$ cat config.mk
export PLATFORM = sky130hd
export DESIGN_NAME = reset_boot_mode_select
export DESIGN_NICKNAME = d
export VERILOG_FILES = /design/src/rtl/reset_boot_mode_select.v
export VERILOG_INCLUDE_DIRS = /design/src /design/src/rtl
export SDC_FILE = /design/constraint.sdc
export NUM_CORES = 1
export LEC_CHECK = 0
export BUFFER_PORTS_ARGS = -buffer_cell sky130_fd_sc_hd__buf_2
export CAP_MARGIN = 20
export CORE_MARGIN = 2
export CORE_UTILIZATION = 47
export DETAILED_ROUTE_END_ITERATION = 8
export PLACE_DENSITY = 0.76
export SLEW_MARGIN = 10
export SYNTH_ARGS = -nofsm -noshare
export SYNTH_HDL_FRONTEND = slang
export SYNTH_SLANG_ARGS = --single-unit
$ cat constraint.sdc
create_clock -name core_clk_in -period 2.7 [get_ports core_clk_in]
set_clock_uncertainty 0.1 [all_clocks]
set_input_delay 0.405 -clock core_clk_in [delete_from_list [all_inputs] [get_ports core_clk_in]]
set_output_delay 0.405 -clock core_clk_in [all_outputs]
set_load 0.05 [all_outputs]
$ cat src/rtl/boot_cfg_regs.vh
// Constants for the reset-time boot configuration block.
// Assumes inclusion by bare name from rtl/ design files.
`ifndef BOOT_CFG_REGS_VH
`define BOOT_CFG_REGS_VH
// Register indices on the local register port.
`define REG_PROC_MODE_STATUS 4'h0
`define REG_BOOT_STATUS      4'h1
`define REG_BOOT_SELECT      4'h2
// Processor mode status field positions.
`define PMS_MP_BIT           0
`define PMS_PON_BIT          1
`define PMS_DON_BIT          2
`define PMS_STYLE_BIT        3
`define PMS_FRDN_BIT         15
`define PMS_SARAM_RESET      2'h3
// I/O addresses used by the loader.
`define IO_BOOT_SELECT_ADDR  16'h0000
`define IO_PARALLEL_ADDR     16'h0001
// Program space regions.
`define ROM_TEST_BASE        16'h7f00
`define ROM_RESET_VECTOR     16'h0000
`define ROM_ALAW_BASE        16'h0400
`define ROM_MULAW_BASE       16'h0500
// Boot modes.
`define MODE_NONE            4'h0
`define MODE_LEGACY          4'h1
`define MODE_SSP8            4'h2
`define MODE_SSP16           4'h3
`define MODE_PAR8            4'h4
`define MODE_PAR16           4'h5
`define MODE_UART8           4'h6
`define MODE_EPROM8          4'h7
`define MODE_EPROM16         4'h8
`define MODE_WARM            4'h9
// Start address built from a six-bit field: field sits at these bits.
`define ADDR_FIELD_SHIFT     10
`endif

$ cat src/rtl/reset_boot_mode_select.v
// Reset-time boot configuration: strap capture, program ROM mapping,
// boot-select word decode and parallel-port code load.
// Assumes straps are asynchronous pins; the I/O bus, register port and
// code sink all run on core_clk_in.
// Operation
// - ROM mapping follows status bit 0, loaded from the processor-mode strap at reset.
// - Strap low: internal ROM answers program fetches 0000 to 7eff.
// - Words 7f00 to 7fff are test-reserved and not served to applications.
// - Strap high: program addresses 0000 to 7fff go to external memory.
// - Strap low at reset: fetch starts in internal ROM at address zero, or at the entry field for warm boot.
// - Boot option comes from style strap plus word read at I/O zero.
// - Only the low eight bits of the boot-select word are decoded.
// - EPROM boot builds a source address, warm boot a start address, from a six-bit field.
// - Both strap levels are copied into the mode status register at reset.
// - Strap low: style low gives legacy mode 1, high gives modes 2 to 9, or 0 for an undecoded code.
// - Bits 3:2 pick 8/16-bit serial or 8/16-bit parallel when others zero.
// - Bit 4 set with bits 3:0 zero selects eight-bit UART load.
// - Bits 1:0 of 01 or 10 pick 8/16-bit EPROM with address field.
// - Bits 1:0 of 11 pick warm boot at the entry address field.
// - Parallel boot reads code words from I/O address one.
// - ROM holds A-law table at 0400 and mu-law table at 0500.
// - Status bit 0 latches the mode strap at reset and is writable.
// - Status bit 3 captures the style strap only at reset.
`timescale 1ns/1ps
`include "boot_cfg_regs.vh"
`default_nettype none

module reset_boot_mode_select #(
    parameter LOAD_WORDS  = 256,
    parameter TABLE_WORDS = 256
) (
    // Clock and reset.
    input  wire        core_clk_in,
    input  wire        srst_in,
    // Strap pins.
    input  wire        proc_mode_strap_in,
    input  wire        boot_style_strap_in,
    // Register port.
    input  wire [3:0]  reg_addr_in,
    input  wire [15:0] reg_wdata_in,
    input  wire        reg_wr_in,
    input  wire        reg_rd_in,
    output reg  [15:0] reg_rdata_out,
    // Program fetch decode.
    input  wire [15:0] prog_addr_in,
    input  wire        prog_fetch_in,
    output reg         rom_sel_out,
    output reg         ext_prog_sel_out,
    output reg         rom_reserved_hit_out,
    output reg         alaw_table_hit_out,
    output reg         mulaw_table_hit_out,
    // I/O read bus.
    output reg         io_rd_out,
    output reg  [15:0] io_addr_out,
    input  wire [15:0] io_rdata_in,
    input  wire        io_ack_in,
    // Code stream toward program memory.
    output reg  [15:0] code_data_out,
    output reg         code_valid_out,
    input  wire        code_ready_in,
    // Boot result.
    output reg  [3:0]  boot_mode_out,
    output reg  [15:0] boot_source_addr_out,
    output reg  [15:0] warm_entry_addr_out,
    output reg  [15:0] start_addr_out,
    output reg         start_from_rom_out,
    output reg         boot_done_out,
    output reg         boot_error_out
);

    ////////////////////////////////////////////////////////////////////
    // Strap synchronisers and capture.

    localparam [31:0] LOAD_LAST_W = LOAD_WORDS - 1;
    localparam [31:0] TBL_SPAN_W  = TABLE_WORDS;
    localparam [15:0] LOAD_LAST   = LOAD_LAST_W[15:0];
    localparam [15:0] TBL_SPAN    = TBL_SPAN_W[15:0];

    reg  [1:0]  mp_sync;
    reg  [1:0]  style_sync;
    reg         pms_mp;
    reg  [1:0]  pms_saram;
    reg         pms_style;
    reg         pms_frdn;
    wire        wr_pms;

    assign wr_pms = reg_wr_in && (reg_addr_in == `REG_PROC_MODE_STATUS);

    // Two-stage synchronisers; no reset so they settle while reset is held.
    always @(posedge core_clk_in) begin
        mp_sync    <= {mp_sync[0], proc_mode_strap_in};
        style_sync <= {style_sync[0], boot_style_strap_in};
    end

    // Status register: straps are caught on every edge while reset is high.
    always @(posedge core_clk_in) begin
        if (srst_in) begin
            pms_mp    <= mp_sync[1];
            pms_style <= style_sync[1];
            pms_saram <= `PMS_SARAM_RESET;
            pms_frdn  <= 1'b0;
        end else if (wr_pms) begin
            pms_mp    <= reg_wdata_in[`PMS_MP_BIT];
            pms_saram <= {reg_wdata_in[`PMS_DON_BIT], reg_wdata_in[`PMS_PON_BIT]};
            pms_frdn  <= reg_wdata_in[`PMS_FRDN_BIT];
        end
    end

    ////////////////////////////////////////////////////////////////////
    // Program space decode, registered one cycle after the fetch.

    wire low_half;
    wire in_test;
    wire in_alaw;
    wire in_mulaw;

    assign low_half = ~prog_addr_in[15];
    assign in_test  = low_half && (prog_addr_in >= `ROM_TEST_BASE);
    assign in_alaw  = (prog_addr_in >= `ROM_ALAW_BASE) &&
                      (prog_addr_in < (`ROM_ALAW_BASE + TBL_SPAN));
    assign in_mulaw = (prog_addr_in >= `ROM_MULAW_BASE) &&
                      (prog_addr_in < (`ROM_MULAW_BASE + TBL_SPAN));

    // ROM answers only in microcomputer mode and never in the test area.
    always @(posedge core_clk_in) begin
        if (srst_in) begin
            rom_sel_out          <= 1'b0;
            ext_prog_sel_out     <= 1'b0;
            rom_reserved_hit_out <= 1'b0;
            alaw_table_hit_out   <= 1'b0;
            mulaw_table_hit_out  <= 1'b0;
        end else begin
            rom_sel_out          <= prog_fetch_in && !pms_mp && low_half && !in_test;
            ext_prog_sel_out     <= prog_fetch_in && (pms_mp || !low_half);
            rom_reserved_hit_out <= prog_fetch_in && !pms_mp && in_test;
            alaw_table_hit_out   <= prog_fetch_in && !pms_mp && in_alaw;
            mulaw_table_hit_out  <= prog_fetch_in && !pms_mp && in_mulaw;
        end
    end

    ////////////////////////////////////////////////////////////////////
    // Two-entry code buffer: output stage plus one skid entry.

    reg  [15:0] skid_data;
    reg         skid_valid;
    reg         push;
    reg  [15:0] push_data;
    wire        buf_ready;

    assign buf_ready = ~skid_valid;

    // A stalled sink parks one word in the skid entry and closes the input.
    always @(posedge core_clk_in) begin
        if (srst_in) begin
            code_valid_out <= 1'b0;
            code_data_out  <= 16'h0000;
            skid_valid     <= 1'b0;
            skid_data      <= 16'h0000;
        end else if (!code_valid_out || code_ready_in) begin
            if (skid_valid) begin
                code_valid_out <= 1'b1;
                code_data_out  <= skid_data;
                skid_valid     <= 1'b0;
            end else begin
                code_valid_out <= push;
                if (push) begin
                    code_data_out <= push_data;
                end
            end
        end else if (push) begin
            skid_valid <= 1'b1;
            skid_data  <= push_data;
        end
    end

    ////////////////////////////////////////////////////////////////////
    // Boot sequencer.

    localparam [6:0] ST_START  = 7'h01;
    localparam [6:0] ST_SELREQ = 7'h02;
    localparam [6:0] ST_SELWT  = 7'h04;
    localparam [6:0] ST_DECODE = 7'h08;
    localparam [6:0] ST_LDREQ  = 7'h10;
    localparam [6:0] ST_LDWT   = 7'h20;
    localparam [6:0] ST_DONE   = 7'h40;

    reg  [6:0]  state;
    reg  [6:0]  next_state;
    reg  [15:0] select_word;
    reg  [15:0] word_cnt;
    reg  [7:0]  hi_byte;
    reg         hi_have;
    reg  [3:0]  dec_mode;
    wire [7:0]  sel_low;
    wire [15:0] field_addr;
    wire        byte_mode;
    wire        last_word;

    assign sel_low    = select_word[7:0];
    assign field_addr = {sel_low[7:2], 10'h000};
    assign byte_mode  = (boot_mode_out == `MODE_PAR8);
    assign last_word  = (word_cnt == LOAD_LAST);

    // Mode decode of the low byte of the boot-select word.
    always @* begin
        dec_mode = `MODE_NONE;
        case (sel_low[1:0])
            2'b01: dec_mode = `MODE_EPROM8;
            2'b10: dec_mode = `MODE_EPROM16;
            2'b11: dec_mode = `MODE_WARM;
            default: begin
                if (sel_low[4]) begin
                    if (sel_low[3:2] == 2'b00) begin
                        dec_mode = `MODE_UART8;
                    end
                end else begin
                    case (sel_low[3:2])
                        2'b00:   dec_mode = `MODE_SSP8;
                        2'b01:   dec_mode = `MODE_SSP16;
                        2'b10:   dec_mode = `MODE_PAR8;
                        default: dec_mode = `MODE_PAR16;
                    endcase
                end
            end
        endcase
    end

    // Next state.
    always @* begin
        next_state = state;
        case (state)
            ST_START: begin
                if (pms_mp) begin
                    next_state = ST_DONE;
                end else if (pms_style) begin
                    next_state = ST_SELREQ;
                end else begin
                    next_state = ST_DONE;
                end
            end
            ST_SELREQ: next_state = ST_SELWT;
            ST_SELWT: begin
                if (io_ack_in) begin
                    next_state = ST_DECODE;
                end
            end
            ST_DECODE: begin
                if (dec_mode == `MODE_PAR8 || dec_mode == `MODE_PAR16) begin
                    next_state = ST_LDREQ;
                end else begin
                    next_state = ST_DONE;
                end
            end
            ST_LDREQ: begin
                if (buf_ready) begin
                    next_state = ST_LDWT;
                end
            end
            ST_LDWT: begin
                if (io_ack_in) begin
                    if (push && last_word) begin
                        next_state = ST_DONE;
                    end else begin
                        next_state = ST_LDREQ;
                    end
                end
            end
            ST_DONE: next_state = ST_DONE;
            default: next_state = ST_START;
        endcase
    end

    // Word assembly: an eight-bit port gives high byte first, then low.
    always @* begin
        push      = 1'b0;
        push_data = io_rdata_in;
        if (state == ST_LDWT && io_ack_in) begin
            if (byte_mode) begin
                push      = hi_have;
                push_data = {hi_byte, io_rdata_in[7:0]};
            end else begin
                push      = 1'b1;
            end
        end
    end

    // Sequencer registers and I/O strobes.
    always @(posedge core_clk_in) begin
        if (srst_in) begin
            state       <= ST_START;
            io_rd_out   <= 1'b0;
            io_addr_out <= `IO_BOOT_SELECT_ADDR;
            select_word <= 16'h0000;
            word_cnt    <= 16'h0000;
            hi_byte     <= 8'h00;
            hi_have     <= 1'b0;
        end else begin
            state     <= next_state;
            io_rd_out <= 1'b0;
            if (state == ST_SELREQ) begin
                io_rd_out   <= 1'b1;
                io_addr_out <= `IO_BOOT_SELECT_ADDR;
            end
            if (state == ST_SELWT && io_ack_in) begin
                select_word <= io_rdata_in;
            end
            if (state == ST_LDREQ && buf_ready) begin
                io_rd_out   <= 1'b1;
                io_addr_out <= `IO_PARALLEL_ADDR;
            end
            if (state == ST_LDWT && io_ack_in && byte_mode) begin
                hi_byte <= io_rdata_in[7:0];
                hi_have <= ~hi_have;
            end
            if (push) begin
                word_cnt <= word_cnt + 16'h0001;
            end
        end
    end

    // Boot result outputs.
    always @(posedge core_clk_in) begin
        if (srst_in) begin
            boot_mode_out        <= `MODE_NONE;
            boot_source_addr_out <= 16'h0000;
            warm_entry_addr_out  <= 16'h0000;
            start_addr_out       <= `ROM_RESET_VECTOR;
            start_from_rom_out   <= 1'b0;
            boot_done_out        <= 1'b0;
            boot_error_out       <= 1'b0;
        end else begin
            if (state == ST_START) begin
                start_addr_out     <= `ROM_RESET_VECTOR;
                start_from_rom_out <= !pms_mp;
                if (!pms_mp && !pms_style) begin
                    boot_mode_out <= `MODE_LEGACY;
                end
            end
            if (state == ST_DECODE) begin
                boot_mode_out  <= dec_mode;
                boot_error_out <= (dec_mode == `MODE_NONE);
                if (dec_mode == `MODE_EPROM8 || dec_mode == `MODE_EPROM16) begin
                    boot_source_addr_out <= field_addr;
                end
                if (dec_mode == `MODE_WARM) begin
                    warm_entry_addr_out <= field_addr;
                    start_addr_out      <= field_addr;
                end
            end
            boot_done_out <= (next_state == ST_DONE);
        end
    end

    ////////////////////////////////////////////////////////////////////
    // Register read port; unmapped indices read zero.

    always @(posedge core_clk_in) begin
        if (srst_in) begin
            reg_rdata_out <= 16'h0000;
        end else if (reg_rd_in) begin
            case (reg_addr_in)
                `REG_PROC_MODE_STATUS:
                    reg_rdata_out <= {pms_frdn, 11'h000, pms_style, pms_saram, pms_mp};
                `REG_BOOT_STATUS:
                    reg_rdata_out <= {sel_low, 2'h0, boot_error_out,
                                      boot_done_out, boot_mode_out};
                `REG_BOOT_SELECT:
                    reg_rdata_out <= select_word;
                default:
                    reg_rdata_out <= 16'h0000;
            endcase
        end else begin
            reg_rdata_out <= 16'h0000;
        end
    end

endmodule

`default_nettype wire

==> metrics.md <==
| Metric | Value |
|---|---|
| # DRC | 0 |
| Final nets | 888 |
| CP required | 2.89 ns |
| CORE AREA | 13100 um^2 |
| RR Startpoint | state[1] |
| EDFF count, synth | 2 |
| Final Util | 58.0% |
| # rows | 42 |
| Worst-path fanout max | 9 |
| Vias | 5197 |
| Reg clk slew, reported paths | 0.06 ns |
| PwrDens | 701 nW/um^2 |
| Hold depth | 2 |
| Total Routing Usage GR | 20.4% |
| Pre-CTS setup slack | 0.238 ns |
| Avg Cell Area, Syn | 8.75 um^2 |
| Crit path time final | 2.47 ns |
| Peak supply drop | 0.453 mV |
| Layout area overhead | 22.0% |
| PortBufs | 115 |
| Gpl congestion | 0.840 |
| CP bufs+invs | 1 |
| Area leader, netlist | dfxtp_1 |
| Synth top area share | 47.3% |
| Initial core utilization | 47.5% |
| Reg2Reg Depth | 6 |
| Synthesized instance count | 711 |
| RSZ-0062 raised after global routing | no |
| Ys flop type | dfxtp_1 |
| Reg-to-Reg End | word_cnt[8] |
| Fillers | 1157 |
| Clk_lat worst skew | 0.42 ns |
| Critical Path Max Stage Delay | 0.67 ns |
| Via density | 5.14 |
| Status | completed |
| Setup WS post-layout | 0.227 ns |
| Post-DRT Antenna Nets | 0 |
| Number of buffers created by CTS | 17 |
| Vias in the first global route | 4784 |
| Hold slack | 0.0758 ns |
| Area contributors post-synth | dfxtp_1 47%, nand2_1 5.3%, nor2_1 5.1%, a21oi_1 5.1%, buf_4 4.5% |
| Leakage Power | 3.02 nW |
| Final setup TNS | 0 ns |
| Syn. warnings | 0 |
| Synthesized area | 6220 um^2 |
| Final slew viol count | 0 |
| Initial antenna violation count | 1 |
| Max-slew headroom | 49.1% |
| Number of distinct library cells after synthesis | 50 |
| Setup Crit Path Kind | flop to flop |
| Commonest non-fill, non-tap cell in the layout | dfxtp_1 |
| DP HPWL | 9860 um |
| Seq/Total Area, Yosys | 48.3% |
| Non-Filler Instances | 1011 |
| R2r setup slk | 0.23 ns |
| Worst setup SP type | flop |
| Drt total wl | 14300 um |
| Hold_sp | prog_addr_in[9] |
| Most frequent cells in the layout | 147 x dfxtp_1, 114 x buf_2, 87 x nand2_1, 85 x nor2_1, 63 x a21oi_1 |
| Global route total overflow | 0 |
| Die ar. | 14200 um^2 |
| Async set or reset register ratio after synthesis | 0% |
| Drt first pass iters | 4 |
| CP endpoint kind | flop |
| Dpl cells | 976 |
| Worst path top cell family by delay | simple AND/OR/NAND/NOR gates |
| Fmax | 0.404 GHz |
| Least-Margin Pin Slew | 0.758 ns |
| Fin crit share | 91.6% |
| Fraction of layout cells with a size suffix above 1 | 22.2% |
| Drt wl/cell | 14.1 um |
| Initial DRC count | 367 |
| Synth Register Bits | 149 |
| Max H-tree Level | 4 |
| Die width | 119 um |
| WL met2 | 6520 um |
| Chip height | 119 um |
| Largest net degree at the start of global routing | 47 |
| DR top layer | met4 |
| Number of setup violations in the final report | 0 |
| Met3 wire length | 1010 um |
| Num Clock Sinks | 149 |
| Hold Path Class | input port to flop |
| Crit-path slowest cell | or4_1 |
| Final hold violations | 0 |
| WP data arrival | 2.66 ns |
| CP cell instances | or4_1 -> a2111o_1 -> buf_4 -> nor3_1 -> xnor2_1 -> nor2_1 |
| Hold path endpoint | mulaw_table_hit_out |
| I/O pin total | 171 |
| Clock root cell | clkbuf_16 |
| CTS tree | done |
| Post-CTS Setup Bufs | 0 |
| M1 WL | 6440 um |
| Clk buf depth | 2 |
| First-pass GRT wire length | 23100 um |
| Max cap viols | 0 |
| Post_cts resized | 0 |
## worst max path at each step
stage,slack [ns],endpoint,start,cells after the start
detailed placement,0.24,code_data_out[2],state[3],6
global placement,0.30,word_cnt[10],state[3],6
floorplan,0.03,code_data_out[8],boot_mode_out[2],6
global route,0.07,word_cnt[10],state[1],6
CTS,0.19,code_data_out[2],state[1],6
finish,0.23,word_cnt[8],state[1],6
## through the flow
step / area (um^2) / power [mW]
after CTS: 7580 / 5.36
after global routing: 7580 / 5.48
after global placement: 6890 / 2.71
after detailed placement: 6890 / 2.71
after floorplan: 6350 / 2.65
final: 7580 / 5.32
## sequential cells by signal, summed over array words and instances (netlist names), 4 cells and up
register,flops
word_cnt,16
state,7
boot_source_addr_out,6
skid_data,16
start_addr_out,16
reg_rdata_out,16
warm_entry_addr_out,6
select_word,16
code_data_out,16
boot_mode_out,4
hi_byte,8
## Yosys cell counts, types with 6 or more instances
cell type	n
nand2b_1	13
buf_4	37
ha_1	6
mux2i_1	17
mux2_2	13
inv_1	14
nand4_1	7
o21ai_0	7
dfxtp_1	147
a21oi_1	63
and2_1	12
o211ai_1	8
nand2_1	87
and3_1	10
nor2_1	85
nor4_1	6
xnor2_1	10
a22oi_1	18
clkbuf_1	35
a211oi_1	11
nor3_1	18
nand3_1	27
## power breakdown
group	switching (mW)	total [mW]	internal (mW)
sequential	0.0220	2.25	2.23
combinational	0.318	0.422	0.104
clock	0.906	2.65	1.74
total	1.25	5.32	4.07
## area by class of cell
| cell class | instances | area, um^2 | area share, % |
|---|---|---|---|
| multi-input cells | 504 | 2860 | 37.7 |
| inverters | 14 | 52.6 | 0.693 |
| diodes | 1 | 2.50 | 0.0330 |
| clock buffers | 20 | 478 | 6.30 |
| flip-flops and latches | 149 | 3000 | 39.6 |
| well taps | 176 | 220 | 2.90 |
| repair buffers | 135 | 771 | 10.2 |
| clock inverters | 12 | 198 | 2.61 |
## worst register-to-register path: stages, from the launching register on
cell	delay, ns
dfxtp_1	0.33
or4_1	0.67
a2111o_1	0.56
buf_4	0.22
nor3_1	0.25
xnor2_1	0.15
nor2_1	0.06
## logic make-up (layout without fill, tap and decap cells)
family / after synthesis / count (layout) / share of synthesized area, %
mux: 31 / 31 / 5.27
flops: 149 / 149 / 48.3
simple gates: 297 / 297 / 23.2
fa+ha+maj: 6 / 6 / 1.21
compound gates: 120 / 120 / 12.0
buf+inv: 92 / 181 / 7.89
xor+xnor: 15 / 15 / 2.11
other cells: 1 / 36 / 0.0603
## routing by layer
layer,global-route usage (%),vias to the layer above
li1,-,2602
met1,26.8,2396
met2,31.9,175
met3,5.03,24
met4,9.00,0
met5,0,-
## repair_timing
item,in CTS,in global routing
endpoints found under the hold margin,2,0
hold buffers,2,0
endpoints found under the setup margin,0,0
(Power assumes the default switching activity.)
